### src/pkg/mbf_pkg.sv
// Purpose: Shared constants for the overhead bit flow configuration block
// Assumes: APB with 32-bit data, one aligned word per register
// Notes:   All offsets are byte addresses
package mbf_pkg;
    // ------------------------------------------------------------
    // Sizes
    // ------------------------------------------------------------
    localparam int NUM_IF = 2;
    localparam int IF_W = 1;
    localparam int ADDR_W = 8;
    localparam int CFG_W = 6;

    // ------------------------------------------------------------
    // Register offsets
    // ------------------------------------------------------------
    localparam logic [ADDR_W-1:0] OFS_LINE_IF_SEL = 8'h00;
    localparam logic [ADDR_W-1:0] OFS_FLOW_CFG = 8'h04;
    localparam logic [ADDR_W-1:0] OFS_MF_TX = 8'h08;
    localparam logic [ADDR_W-1:0] OFS_LINE_MODE = 8'h0c;
    localparam logic [ADDR_W-1:0] OFS_STATUS = 8'h10;

    // ------------------------------------------------------------
    // Field positions
    // ------------------------------------------------------------
    localparam int BIT_BAC_PASS = 0;
    localparam int BIT_PAIR_INV = 1;
    localparam int BIT_QT_SRC = 2;
    localparam int BIT_FRAME_SRC = 3;
    localparam int BIT_QT_DST = 4;
    localparam int BIT_RX_FILL = 5;
    localparam int BIT_MF_TX_FIELD = 0;
    localparam int BIT_UP_S_TX = 6;
    localparam int BIT_MODE_UP = 0;
    localparam int BIT_CHAN_PICK = 1;

    // ------------------------------------------------------------
    // Reset values
    // ------------------------------------------------------------
    localparam logic [CFG_W-1:0] RST_FLOW_CFG = 6'h00;
    localparam logic [1:0] RST_MF_TX = 2'h0;
    localparam logic [1:0] RST_LINE_MODE = 2'h0;
    localparam logic [IF_W-1:0] RST_LINE_IF_SEL = 1'h0;
endpackage : mbf_pkg

### src/rtl/mbf_bit_map.sv
// Purpose: Overhead bit routing for one line interface
// Assumes: Frame-side inputs are synchronous to clk_i
// Notes:   All outputs registered, frozen while ce_i is low
`timescale 1ns/1ps
module mbf_bit_map (
    // Clock, reset, enable
    input wire logic clk_i,
    input wire logic rst_n_i,
    input wire logic ce_i,
    // Configuration
    input wire logic [mbf_pkg::CFG_W-1:0] cfg_i,
    input wire logic up_mode_i,
    input wire logic chan_pick_i,
    input wire logic mf_field_i,
    input wire logic up_s_tx_i,
    // Transmit sources
    input wire logic mfc_m_bit_i,
    input wire logic d_bac_i,
    input wire logic e_bac_i,
    input wire logic d_s_i,
    input wire logic e_s_i,
    // Receive overhead bit
    input wire logic rx_qt_i,
    // Results
    output logic tx_qt_o,
    output logic tx_ms_o,
    output logic rx_sg_o,
    output logic rx_ab_o,
    output logic [2:0] rx_fill_o
);
    import mbf_pkg::*;

    logic tx_qt_q, tx_qt_d;
    logic tx_ms_q, tx_ms_d;
    logic rx_sg_q, rx_sg_d;
    logic rx_ab_q, rx_ab_d;
    logic [2:0] rx_fill_q, rx_fill_d;
    logic bac_sel;
    logic ch_ms;
    logic rx_val;

    always_comb begin
        // Channel pick: low takes D-channel, high takes E-channel
        bac_sel = chan_pick_i ? e_bac_i : d_bac_i;
        ch_ms = chan_pick_i ? e_s_i : d_s_i;
        bac_sel = bac_sel ^ ~cfg_i[BIT_BAC_PASS];
        tx_qt_d = cfg_i[BIT_QT_SRC] ? bac_sel : mf_field_i;
        if (up_mode_i) begin
            // Stored S bit only matters in Up mode
            tx_ms_d = cfg_i[BIT_FRAME_SRC] ? ch_ms : up_s_tx_i;
        end else begin
            tx_ms_d = cfg_i[BIT_FRAME_SRC] ? ch_ms : mfc_m_bit_i;
        end
        rx_val = rx_qt_i ^ cfg_i[BIT_PAIR_INV];
        // Unselected position reads as one
        rx_sg_d = cfg_i[BIT_QT_DST] ? 1'b1 : rx_val;
        rx_ab_d = cfg_i[BIT_QT_DST] ? rx_val : 1'b1;
        rx_fill_d = {3{cfg_i[BIT_RX_FILL]}};
    end

    always_ff @(posedge clk_i or negedge rst_n_i) begin
        if (!rst_n_i) begin
            tx_qt_q <= 1'b0;
            tx_ms_q <= 1'b0;
            rx_sg_q <= 1'b1;
            rx_ab_q <= 1'b1;
            rx_fill_q <= 3'h0;
        end else if (ce_i) begin
            tx_qt_q <= tx_qt_d;
            tx_ms_q <= tx_ms_d;
            rx_sg_q <= rx_sg_d;
            rx_ab_q <= rx_ab_d;
            rx_fill_q <= rx_fill_d;
        end
    end

    assign tx_qt_o = tx_qt_q;
    assign tx_ms_o = tx_ms_q;
    assign rx_sg_o = rx_sg_q;
    assign rx_ab_o = rx_ab_q;
    assign rx_fill_o = rx_fill_q;
endmodule : mbf_bit_map

### src/rtl/mbf_top.sv
// Purpose: APB-configured multiframe/superframe overhead bit flow for line interfaces
// Assumes: One clock, APB master per AMBA APB4 signalling
// Notes:   Per-interface registers are reached through the line interface select
//
// Behaviour
// - Clear bit 0 inverts the BAC bit; set passes it unchanged.
// - Bit 1 set inverts the received S/G or A/B destination bit.
// - Bit 2 picks transmitted S/Q/T source: multiframe field or channel BAC.
// - S/T mode, bit 3 picks M bit: frame controller or D/E channel.
// - Up mode, bit 3 picks S bit: stored Up S field or D/E channel.
// - Bit 4 stores received S/Q/T bits as S/G (clear) or A/B (set).
// - The unselected S/G or A/B position always reads one.
// - Unused received bits 3 to 1 take the value of bit 5.
// - Stored Up S bit feeds transmission only in Up mode.
// - Per-interface mode bit selects S/T or Up; change only after reset (a later write still takes effect here).
//
// Decided for this implementation: the APB register port and the register addresses.
`timescale 1ns/1ps
module mbf_top (
    // Clock, reset, enable
    input wire logic clk_i,
    input wire logic rst_n_i,
    input wire logic ce_i,
    // APB slave
    input wire logic psel_i,
    input wire logic penable_i,
    input wire logic pwrite_i,
    input wire logic [mbf_pkg::ADDR_W-1:0] paddr_i,
    input wire logic [31:0] pwdata_i,
    input wire logic [3:0] pstrb_i,
    output logic [31:0] prdata_o,
    output logic pready_o,
    output logic pslverr_o,
    // Frame-side sources, one bit per interface
    input wire logic [mbf_pkg::NUM_IF-1:0] mfc_m_bit_i,
    input wire logic [mbf_pkg::NUM_IF-1:0] d_bac_i,
    input wire logic [mbf_pkg::NUM_IF-1:0] e_bac_i,
    input wire logic [mbf_pkg::NUM_IF-1:0] d_s_i,
    input wire logic [mbf_pkg::NUM_IF-1:0] e_s_i,
    input wire logic [mbf_pkg::NUM_IF-1:0] rx_qt_i,
    // Routed overhead bits, one per interface, three fill bits per interface
    output logic [mbf_pkg::NUM_IF-1:0] tx_qt_o,
    output logic [mbf_pkg::NUM_IF-1:0] tx_ms_o,
    output logic [mbf_pkg::NUM_IF-1:0] rx_sg_o,
    output logic [mbf_pkg::NUM_IF-1:0] rx_ab_o,
    output logic [3*mbf_pkg::NUM_IF-1:0] rx_fill_o
);
    import mbf_pkg::*;

    // ------------------------------------------------------------
    // Register state
    // ------------------------------------------------------------
    logic [IF_W-1:0] sel_q, sel_d;
    logic [31:0] prdata_q, prdata_d;
    logic pready_q, pready_d;
    logic pslverr_q, pslverr_d;
    logic acc;
    logic wr;
    logic hit;
    logic [5:0] status_word;
    wire [NUM_IF-1:0] mode_up_w;

    // ------------------------------------------------------------
    // APB decode
    // ------------------------------------------------------------
    // First access cycle opens the transfer, the wait-state cycle closes it
    always_comb begin
        acc = psel_i && penable_i && !pready_q;
        // Commit only on the closing edge, so a refused transfer never writes
        wr = psel_i && penable_i && pready_q && pwrite_i && !pslverr_q && pstrb_i[0];
        hit = (paddr_i == OFS_LINE_IF_SEL) || (paddr_i == OFS_FLOW_CFG) ||
              (paddr_i == OFS_MF_TX) || (paddr_i == OFS_LINE_MODE) ||
              ((paddr_i == OFS_STATUS) && !pwrite_i);
    end

    // Status shows the selected interface only, like every per-interface register
    always_comb begin
        status_word = {rx_fill_o[3*sel_q], rx_ab_o[sel_q], rx_sg_o[sel_q],
                       tx_ms_o[sel_q], tx_qt_o[sel_q], mode_up_w[sel_q]};
    end

    // ------------------------------------------------------------
    // APB response, one wait state so every output is registered
    // ------------------------------------------------------------
    always_comb begin
        pready_d = acc;
        pslverr_d = acc && !hit;
        // Idle and write cycles return zero on the read bus
        prdata_d = 32'h0;
        if (acc && !pwrite_i) begin
            case (paddr_i)
                OFS_LINE_IF_SEL: prdata_d = {{(32-IF_W){1'b0}}, sel_q};
                OFS_STATUS: prdata_d = {26'h0, status_word};
                default: prdata_d = 32'h0;
            endcase
        end
    end

    always_ff @(posedge clk_i or negedge rst_n_i) begin
        if (!rst_n_i) begin
            prdata_q <= 32'h0;
            pready_q <= 1'b0;
            pslverr_q <= 1'b0;
        end else if (ce_i) begin
            prdata_q <= prdata_d;
            pready_q <= pready_d;
            pslverr_q <= pslverr_d;
        end
    end

    assign prdata_o = prdata_q;
    assign pready_o = pready_q;
    assign pslverr_o = pslverr_q;

    // ------------------------------------------------------------
    // Line interface select
    // ------------------------------------------------------------
    // A new selection steers per-interface writes from the next transfer on
    always_comb begin
        sel_d = sel_q;
        if (wr && (paddr_i == OFS_LINE_IF_SEL)) begin
            sel_d = pwdata_i[IF_W-1:0];
        end
    end

    always_ff @(posedge clk_i or negedge rst_n_i) begin
        if (!rst_n_i) begin
            sel_q <= RST_LINE_IF_SEL;
        end else if (ce_i) begin
            sel_q <= sel_d;
        end
    end

    // ------------------------------------------------------------
    // Per-interface settings and bit routing
    // ------------------------------------------------------------
    for (genvar g = 0; g < NUM_IF; g++) begin : g_if
        localparam logic [IF_W-1:0] IF_IDX = IF_W'(g);
        logic [CFG_W-1:0] cfg_q, cfg_d;
        logic [1:0] mf_q, mf_d;
        logic [1:0] mode_q, mode_d;
        logic wr_here;

        always_comb begin
            // Writes land in the interface chosen beforehand
            wr_here = wr && (sel_q == IF_IDX);
            cfg_d = cfg_q;
            mf_d = mf_q;
            mode_d = mode_q;
            if (wr_here && (paddr_i == OFS_FLOW_CFG)) begin
                // Reserved upper bits are dropped here
                cfg_d = pwdata_i[CFG_W-1:0];
            end
            if (wr_here && (paddr_i == OFS_MF_TX)) begin
                mf_d = {pwdata_i[BIT_UP_S_TX], pwdata_i[BIT_MF_TX_FIELD]};
            end
            if (wr_here && (paddr_i == OFS_LINE_MODE)) begin
                // Meant to be set once after reset; a later write still lands
                mode_d = {pwdata_i[BIT_CHAN_PICK], pwdata_i[BIT_MODE_UP]};
            end
        end

        always_ff @(posedge clk_i or negedge rst_n_i) begin
            if (!rst_n_i) begin
                cfg_q <= RST_FLOW_CFG;
                mf_q <= RST_MF_TX;
                mode_q <= RST_LINE_MODE;
            end else if (ce_i) begin
                cfg_q <= cfg_d;
                mf_q <= mf_d;
                mode_q <= mode_d;
            end
        end

        assign mode_up_w[g] = mode_q[BIT_MODE_UP];

        mbf_bit_map u_map (
            .clk_i(clk_i),
            .rst_n_i(rst_n_i),
            .ce_i(ce_i),
            .cfg_i(cfg_q),
            .up_mode_i(mode_q[BIT_MODE_UP]),
            .chan_pick_i(mode_q[1]),
            .mf_field_i(mf_q[0]),
            .up_s_tx_i(mf_q[1]),
            .mfc_m_bit_i(mfc_m_bit_i[g]),
            .d_bac_i(d_bac_i[g]),
            .e_bac_i(e_bac_i[g]),
            .d_s_i(d_s_i[g]),
            .e_s_i(e_s_i[g]),
            .rx_qt_i(rx_qt_i[g]),
            .tx_qt_o(tx_qt_o[g]),
            .tx_ms_o(tx_ms_o[g]),
            .rx_sg_o(rx_sg_o[g]),
            .rx_ab_o(rx_ab_o[g]),
            .rx_fill_o(rx_fill_o[3*g +: 3])
        );
    end
endmodule : mbf_top

### config.mk
export PLATFORM = sky130hd
export DESIGN_NAME = mbf_top
export DESIGN_NICKNAME = d
export VERILOG_FILES = /design/src/pkg/mbf_pkg.sv /design/src/rtl/mbf_bit_map.sv /design/src/rtl/mbf_top.sv
export SDC_FILE = /design/constraint.sdc
export NUM_CORES = 1
export LEC_CHECK = 0
export BUFFER_PORTS_ARGS = -buffer_cell sky130_fd_sc_hd__buf_4
export CORE_MARGIN = 2
export CORE_UTILIZATION = 35
export DETAILED_ROUTE_END_ITERATION = 10
export PLACE_DENSITY_LB_ADDON = 0.3
export SYNTH_ARGS = -nofsm -noshare
export SYNTH_HDL_FRONTEND = slang
export SYNTH_SLANG_ARGS = --single-unit
### constraint.sdc
create_clock -name clk_i -period 2.5 [get_ports clk_i]
set_clock_uncertainty 0.1 [all_clocks]
set_input_delay 0.5 -clock clk_i [delete_from_list [all_inputs] [get_ports clk_i]]
set_output_delay 0.5 -clock clk_i [all_outputs]
set_load 0.01 [all_outputs]
==> results of run 1 <==
stage by stage:
step / setup TNS, ns / std cells
2_1_floorplan: 0 / 201
3_3_place_gp: -0.02780 / 290
3_5_place_dp: -0.04451 / 290
4_1_cts: 0 / 298
5_1_grt: 0 / 298
6_report: 0 / 298
cells by family after synthesis:
logic type	count (synthesis)
xor+xnor	4
buf+inv	47
flops	39
simple gates	25
other cells	1
compound gates	25
mux	35
worst max-delay path: stages:
cell      delay, ns
buf_4          0.11
or4_4          0.55
nor4_4         0.35
buf_4          0.19
and4bb_2       0.26
mux2_2         0.33
power groups by stage:
stage               clock network [W]  registers [W]  logic [W]
finish                       0.000400       0.000650   0.000134
global route                 0.000452       0.000651   0.000151
CTS                          0.000424       0.000650   0.000136
detailed placement                  0       0.000662   0.000135
global placement                    0       0.000661   0.000134
floorplan                           0       0.000661  0.0000946
flip-flops by register name, indices dropped and copies added (netlist names):
name                  count
g_if.u_map.rx_sg_o        2
pslverr_o                 1
sel_q                     1
g_if.u_map.rx_ab_o        2
g_if.mf_q                 4
g_if.u_map.tx_ms_o        2
prdata_o                  6
g_if.mode_q               4
g_if.u_map.rx_fill_o      2
g_if.cfg_q               12
pready_o                  1
g_if.u_map.tx_qt_o        2
layout by cell type (no fill, tap or decap):
cell type  count
buf_4         57
dfrtp_1       35
conb_1        26
mux2_2        25
mux2i_1       10
nor2_1         6
a21oi_1        6
o2bb2ai_1      5
clkbuf_8       5
nand4b_1       4
o21ai_0        4
dfstp_2        4
xnor2_1        3
a21o_1         3
nand3_1        2
a31oi_1        2
inv_1          2
nor2b_1        2
a211oi_1       2
nor4_1         2
nand2_1        2
clkbuf_1       2
or2_2          1
or4_4          1
nor4_4         1
nand4_1        1
clkinv_1       1
a32oi_1        1
and4bb_1       1
and4bb_2       1
nand4b_2       1
xor2_1         1
o31ai_1        1
o22a_1         1
clkinv_2       1
buf_12         1
final timing paths:
kind / cells after the start / slack, ns / to
min: 1 / 0.08 / g_if[0].cfg_q[5]
max: 6 / 0.28 / g_if[0].mf_q[1]
min in group clk_i: 2 / 0.35 / g_if[1].cfg_q[5]
min reg2reg: 1 / 0.36 / g_if[0].u_map.rx_ab_o
max reg2reg: 5 / 0.57 / g_if[0].mf_q[1]
max in group asynchronous: 1 / 1.86 / g_if[1].u_map.rx_sg_o
routing by layer:
metal  vias to the layer above  wire length [um]  global-route usage, %  share of wire [%]
li1                        656                 -                      -                  -
met4                         0                52                  4.237                1.3
met3                         5               296                  3.556                7.3
met2                        72              1881                  20.08                 47
met5                         -                 0                      0                  0
met1                       680              1816                  17.48                 45
layout make-up:
type | count | area share (%)
Sequential cell | 39 | 39.50
Clock inverter | 1 | 0.2015
Inverter | 3 | 0.4534
Multi-Input combinational cell | 115 | 34.96
Timing Repair Buffer | 58 | 18.04
Tap cell | 75 | 3.778
Clock buffer | 7 | 3.073
==> results.txt, run 1 <==
RSZ-0062 raised after global routing -> false
Rows -> 28
FF/Latch Area -> 980.9 um^2
Final nets -> 284
TritonCTS clock tree -> yes
outcome -> complete, no violations
Post-Synth Adder-Cell Area -> 0%
crit path launch -> paddr_i[5]
YS warnings -> 0
Die Y -> 81.13 um
DRT iter0 DRCs -> 36
distinct cell type count after synthesis -> 35
htree depth -> 2
area of the mapped netlist -> 2082 um^2
post-synthesis cell count -> 176
synth-to-layout area growth -> 19.29%
final setup fails -> 0
power per cell area -> 476.5 nW/um^2
Max Root-Sink Buffers -> 2
Pins Over Slew Limit -> 0
switching share of power -> 23.97%
combinational share of power -> 11.3%
post-synthesis mux area share -> 18.33%
Area contributors post-synth -> dfrtp_1 (42%), buf_4 (14%), mux2_2 (14%)
cts hold-fix bufs -> 0
routed vias/inst -> 4.742
final hold vios -> 0
syn avg cell area -> 11.83 um^2
Num CTS Buffers -> 5
Post-DP Area -> 2402 um^2
Post-Synth XOR/XNOR Area -> 1.683%
critical path peak fanout -> 5
I/O pin cnt -> 110
Worst IR Drop VDD -> 0.3278 mV
GPL Wtd Cong -> 0.7530
via count of the first global-routing pass -> 1289
most frequent cell after synthesis -> buf_4
top cells by count, synth -> buf_4 (38), dfrtp_1 (35), mux2_2 (25)
Synth area leader -> dfrtp_1
Multi-input gate area -> 868.3 um^2
vias -> 1413
Congestion Overflow GR -> 0
die area -> 6581 um^2
Max Clk Rate -> 450.2 MHz
Clock power frac -> 33.8%
Worst-Skew Late Latency -> 0.28 ns
drt wl/cell -> 13.57 um
Reg2Reg Launch Point -> pslverr_o
Internal Power -> 0.0008997 W
crit path capture type -> flip-flop
#FFs+latches synth -> 39
Setup WS post-layout -> 0.2789 ns
Final min period -> 2.221 ns
Initial Util -> 35.59%
hold crit path type -> input port to asynchronous set/reset pin
Die Span X -> 81.13 um
Main synth FF type -> dfrtp_1
Post-synth EDFFs -> 0
Fin Hold WS -> 0.08062 ns
Post-DRT Antenna Nets -> 0
TritonCTS Sinks -> 39
largest net degree at the start of global routing -> 40
first-pass GRT wire length -> 6299 um
1st-pass router iterations -> 4
initial antenna violation count -> 0
layout cell share with drive strength beyond 1 -> 43.95%
worst slew pin tran -> 0.5853 ns
Total Routing Usage GR -> 12.93%
Leak -> 1.247 nW
post-place setup slack -> -0.02375 ns
Data required, critical path -> 2.57 ns
largest family of logic cells by synthesized area -> multiplexers
Reg clk slew, reported paths -> 0.07 ns
async set-reset flop share out of synthesis -> 100.0%
fin area -> 2484 um^2
# DRC -> 0
crit share post-route -> 88.84%
CP Launch Type -> input port
compound-cell area share of the yosys netlist -> 8.113%
Seq/Total Area, Yosys -> 47.12%
setup bufs post-CTS -> 0
final wirelength -> 4045 um
Root Buffer Master -> clkbuf_8
CTS resizes -> 0
Worst EP arrival -> 2.29 ns
Buffers on Ports -> 55
post-synth top area share -> 42.07%
final core occ -> 42.45%
Tot Pwr -> 0.001183 W
sequential power share -> 54.9%
WS Path Type -> input port to flip-flop
relative slew slack -> 60.98%
n_diodes -> 0
Net Sw Power -> 0.0002836 W
post-synthesis simple-gate area fraction -> 8.894%
Max Cap Viol -> 0
Core Box Area -> 5851 um^2
hpwl dp -> 3009 um
fill count -> 574
No activity file was read; power rests on OpenSTA's default activity.
==> run 2: changes to the inputs <==
- ABC_AREA: not set -> 1
- CORE_MARGIN: 2 -> 1
==> run 2 against run 1 <==
Compared with the run above: total power up 7.1%; synthesized area is 19% higher; non-clock buffer count fell by 3; critical path depth shrank 5; first-iteration DRC count grew 100%; fmax is 41% higher; wire length is 28% higher; clock power grew 6.8%; via count grew 37%; cell area is 15% higher; sequential share of layout area shrank 5.0 points; largest power group unchanged.
==> results.txt, run 2 <==
outcome -> complete, no violations
cts hold-fix bufs -> 0
I/O pin cnt -> 110
RR Endpoint -> g_if[0].cfg_q[0]
htree depth -> 2
first-pass GRT wire length -> 8493 um
Metal-1 WL -> 2430 um
Post-DRT Antenna Nets -> 0
Die Span X -> 86.24 um
final hold vios -> 0
post-synthesis simple-gate area fraction -> 26.60%
crit path max-delay cell type -> dfstp_2
FF/Latch Area -> 980.9 um^2
DRT iter0 DRCs -> 72
Buffers on Ports -> 55
async set-reset flop share out of synthesis -> 100.0%
Total Routing Usage GR -> 14.87%
fin area -> 2848 um^2
switching share of power -> 27.51%
largest family of logic cells by synthesized area -> simple AND/OR/NAND/NOR gates
RSZ-0062 raised after global routing -> false
vias -> 1935
Post-synth EDFFs -> 0
die area -> 7437 um^2
syn avg cell area -> 7.810 um^2
Worst IR Drop VDD -> 0.1590 mV
Congestion Overflow GR -> 0
Reg2Reg Launch Point -> sel_q
max reg flops -> 12
crit share post-route -> 63.02%
most frequent cell after synthesis -> nand2_1
final core occ -> 41.69%
Final min period -> 1.575 ns
layout cell share with drive strength beyond 1 -> 24.10%
setup slack, reg-to-reg -> 0.93 ns
GPL Wtd Cong -> 0.7531
combinational share of power -> 14.3%
sequential power share -> 52.0%
Post-DP Area -> 2766 um^2
Main synth FF type -> dfrtp_1
WS Path Type -> flip-flop to primary output
Biggest register -> g_if.cfg_q
Final nets -> 422
crit-path cells -> buf_4
final setup fails -> 0
Max Root-Sink Buffers -> 2
Internal Power -> 0.0009188 W
n_diodes -> 0
routed wl met2 -> 2438 um
Worst Path Buf+Inv -> 1
CP Launch Type -> flip-flop
Root Buffer Master -> clkbuf_8
area of the mapped netlist -> 2484 um^2
Area contributors post-synth -> dfrtp_1 (35%), nand2_1 (16%), buf_4 (11%)
critical path peak fanout -> 3
Post-Synth Adder-Cell Area -> 0%
Die Y -> 86.24 um
distinct cell type count after synthesis -> 29
post-synth top area share -> 35.26%
most frequent cells in the layout -> nand2_1 (108), buf_4 (55), inv_1 (35), dfrtp_1 (35), conb_1 (26)
Max Clk Rate -> 634.8 MHz
Num CTS Buffers -> 5
count of cells along the worst register-to-register path -> 5
#FFs+latches synth -> 39
post-synthesis mux area share -> 0%
Clock power frac -> 33.7%
Rows -> 30
compound-cell area share of the yosys netlist -> 13.40%
Net Sw Power -> 0.0003486 W
post-synthesis cell count -> 318
largest net degree at the start of global routing -> 40
most common cell after layout, fill and taps aside -> nand2_1
Leak -> 1.489 nW
Reg clk slew, reported paths -> 0.08 ns
Worst-Skew Late Latency -> 0.30 ns
TritonCTS clock tree -> yes
Synth area leader -> dfrtp_1
fill count -> 718
DR top layer -> met4
drt wl/cell -> 11.33 um
Worst EP arrival -> 0.98 ns
Fin Setup TNS -> 0 ns
Data required, critical path -> 1.90 ns
DR WL met3 -> 253 um
top cells by count, synth -> nand2_1 (108), buf_4 (38), dfrtp_1 (35), inv_1 (35), nor2_1 (20)
crit-path max cell delay -> 0.56 ns
hpwl dp -> 3919 um
TritonCTS Sinks -> 39
initial antenna violation count -> 0
crit path capture type -> primary output
setup bufs post-CTS -> 0
Top delay family on crit path -> flip-flops
CTS resizes -> 0
Pins Over Slew Limit -> 0
routed vias/inst -> 4.234
power per cell area -> 445.1 nW/um^2
Max Cap Viol -> 0
via count of the first global-routing pass -> 1799
YS warnings -> 0
final wirelength -> 5180 um
Core Box Area -> 6832 um^2
Post-Synth XOR/XNOR Area -> 0.7053%
Initial Util -> 36.36%
Seq/Total Area, Yosys -> 39.50%
synth-to-layout area growth -> 14.66%
hold crit path type -> input port to asynchronous set/reset pin
Multi-input gate area -> 1109 um^2
1st-pass router iterations -> 4
# DRC -> 0
==> run 2: cell types whose count changed in the layout (fill, tap and decap cells not counted), sizes merged, moves of 5 or more <==
cell     delta
nand2     +107
inv        +35
mux2       -25
o21bai     +20
nor2       +19
mux2i      -10
nand3       +7
o21ai       +7
nand4b      -5
o2bb2ai     -5
==> run 2: worst max path at each step <==
stage               slack [ns]  cells after the start                to             startpoint
global route              0.80                      5  g_if[0].cfg_q[1]                  sel_q
finish                    0.92                      1        rx_sg_o[0]  g_if[0].u_map.rx_sg_o
global placement          0.76                      7  g_if[0].cfg_q[0]                   ce_i
CTS                       0.91                      5  g_if[0].cfg_q[0]                  sel_q
detailed placement        0.75                      7  g_if[0].cfg_q[0]                   ce_i
floorplan                 1.09                      7   g_if[0].mf_q[0]                   ce_i
==> run 2: area by class of cell <==
cell class              instances  area share, %
well taps                      96          4.218
repair buffers                 55          14.50
clock buffers                   7          2.680
multi-input cells             222          38.93
inverters                      37          5.053
flip-flops and latches         39          34.45
clock inverters                 1         0.1757
==> run 2: metrics by stage <==
stage	setup WS [ns]	power, W	hold slack, ns	cells
4_1_cts	0.9089	0.001279	0.08480	457
3_3_place_gp	0.7570	0.0008526	0.3111	449
3_5_place_dp	0.7493	0.0008548	0.3203	449
2_1_floorplan	1.086	0.0008017	0.1044	343
6_report	0.9246	0.001267	0.06020	457
5_1_grt	0.8042	0.001334	0.1008	457
==> run 2: logic make-up (layout without fill, tap and decap cells) <==
logic type | Yosys count | count (layout)
DFF | 39 | 39
and+or+nand+nor | 149 | 149
xor gates and xnor gates | 2 | 2
buffers and inverters | 82 | 100
AOI/OAI and AO/OA | 45 | 45
other | 1 | 26
==> run 2: per-layer routing <==
metal  up-vias  GRT usage [%]
met5         -              0
met4         0          5.909
met3         5          3.048
met2        52          24.75
met1       876          18.96
li1       1002              -
==> run 2: power groups by stage <==
stage	registers, W	logic [W]	clock network [W]
floorplan	0.000671	0.000131	0
global placement	0.000673	0.000180	0
detailed placement	0.000672	0.000182	0
CTS	0.000660	0.000183	0.000436
global route	0.000663	0.000202	0.000470
finish	0.000660	0.000181	0.000427
==> run 3: changes to the inputs <==
- clock period: 2.5 -> 1.6 ns (I/O delays scaled with it)
==> run 3 against run 2 <==
Compared with the run above: count of clock-buffer cells in the layout fell by 1; via count rose by 4.9%; sequential cell count did not move; setup slack got worse by 0.78 ns.
==> results.txt, run 3 (synthesized netlist as in run 2, its figures left out) <==
combinational share of power -> 13.2%
Reg2Reg Launch Point -> pslverr_o
fin cells -> 473
critical path peak fanout -> 12
DRT iter0 DRCs -> 52
Leak -> 1.577 nW
most common cell after layout, fill and taps aside -> nand2_1
largest net degree at the start of global routing -> 40
crit path capture type -> flip-flop
Placed Instances -> 453
Worst EP arrival -> 1.54 ns
1st-pass router iterations -> 4
switching share of power -> 25.07%
crit share post-route -> 90.93%
CP Launch Type -> flip-flop
Rows -> 30
RSZ-0062 raised after global routing -> false
Initial Util -> 36.36%
hold crit path type -> input port to flip-flop
outcome -> complete, no violations
Die Span X -> 86.24 um
Data required, critical path -> 1.69 ns
WS Path Type -> flip-flop to flip-flop
HP Start -> pwdata_i[4]
final wirelength -> 5204 um
fill count -> 703
final setup fails -> 0
most frequent cells in the layout -> nand2_1 (107), buf_4 (70), inv_1 (35), dfrtp_1 (35), conb_1 (26)
Biggest register -> g_if.cfg_q
first-pass GRT wire length -> 8583 um
Final nets -> 438
Congestion Overflow GR -> 0
drt wl/cell -> 11.00 um
htree depth -> 2
max reg flops -> 12
Max Cap Viol -> 0
power per cell area -> 727.3 nW/um^2
n_diodes -> 0
Num CTS Buffers -> 5
vias -> 2029
Pins Over Slew Limit -> 0
Worst-Skew Late Latency -> 0.30 ns
Core Box Area -> 6832 um^2
Final min period -> 1.455 ns
Buffers on Ports -> 55
Fin Setup TNS -> 0 ns
Max Root-Sink Buffers -> 2
TritonCTS Sinks -> 39
crit path launch -> pslverr_o
Die Y -> 86.24 um
Reg clk slew, reported paths -> 0.08 ns
sequential power share -> 47.1%
final hold vios -> 0
Root Buffer Master -> clkbuf_8
# DRC -> 0
Internal Power -> 0.001640 W
routed vias/inst -> 4.290
via count of the first global-routing pass -> 1863
die area -> 7437 um^2
Total Routing Usage GR -> 14.92%
GPL Wtd Cong -> 0.7522
Post-DRT Antenna Nets -> 0
layout cell share with drive strength beyond 1 -> 27.85%
synth-to-layout area growth -> 21.16%
initial antenna violation count -> 0
Tot Pwr -> 0.002189 W
TritonCTS clock tree -> yes
Max Clk Rate -> 687.3 MHz
Clock power frac -> 39.7%
I/O pin cnt -> 110
Worst IR Drop VDD -> 0.2716 mV
hpwl dp -> 3965 um
Net Sw Power -> 0.0005488 W
## run 3: cell types whose count changed in the layout (fill, tap and decap cells not counted)
cell | before | now
buf_4 | 55 | 70
bufinv_16 | 0 | 1
clkbuf_1 | 2 | 0
clkbuf_8 | 5 | 6
dlygate4sd3_1 | 0 | 1
nand2_1 | 108 | 107
nand2_2 | 0 | 1
## run 3: cell type report
type	instances	area, um^2	share of cell area, %
Clock buffer	6	82.58	2.744
Clock inverter	2	35.03	1.164
Inverter	37	143.9	4.782
Multi-Input combinational cell	222	1111	36.92
Sequential cell	39	980.9	32.60
Tap cell	96	120.1	3.992
Timing Repair Buffer	71	535.5	17.80
## run 3: timing repair
item,4_1_cts,5_1_grt
setup buffers,0,11
resized for setup,0,1
setup endpoints to repair,0,4
hold endpoints to repair,35,0
hold buffers,1,0
## run 3: layer usage
| metal | share of wire (%) | up-vias | routed length, um | track usage [%] |
|---|---|---|---|---|
| met5 | 0 | - | 0 | 0 |
| met4 | 1.2 | 0 | 63 | 4.697 |
| met3 | 5.3 | 7 | 275 | 3.524 |
| met2 | 47 | 61 | 2471 | 24.60 |
| met1 | 46 | 922 | 2393 | 19.42 |
| li1 | - | 1039 | - | - |
## run 3: final timing paths
| kind | end | slack [ns] | cells past startpoint |
|---|---|---|---|
| min in group asynchronous | prdata_o[1] | 0.43 | 2 |
| min reg2reg | g_if[0].u_map.rx_ab_o | 0.32 | 1 |
| max reg2reg | g_if[0].mode_q[1] | 0.15 | 7 |
| min | g_if[0].cfg_q[4] | 0.13 | 3 |
| max in group asynchronous | g_if[0].u_map.rx_sg_o | 0.60 | 2 |
| max | g_if[0].mode_q[1] | 0.15 | 7 |
## run 3: power by group through the flow
stage | sequential (W) | combinational (W) | clock, W
floorplan | 0.00105 | 0.000204 | 0
CTS | 0.00103 | 0.000291 | 0.000889
global route | 0.00104 | 0.000322 | 0.000928
finish | 0.00103 | 0.000288 | 0.000868
global placement | 0.00105 | 0.000285 | 0
detailed placement | 0.00105 | 0.000288 | 0
## run 3: metrics by stage
step	utilization [%]	hold slack (ns)	setup WS [ns]	instance area, um^2
after floorplan	-	-0.07559	0.2503	2577
after detailed placement	40.93	0.2284	0.09745	2796
after CTS	42.80	0.1276	0.09817	2924
after global routing	44.05	0.1418	0.03541	3009
after global placement	40.93	0.2255	0.1152	2796
final	44.05	0.1331	0.1451	3009
## run 3: worst max-delay path, stage by stage (launching register included)
cell      delay (ns)
dfrtp_1         0.41
inv_1           0.09
nand2_2         0.09
nor2_8          0.12
nand3_4         0.17
buf_4           0.20
o21bai_1        0.11
nand2_1         0.06
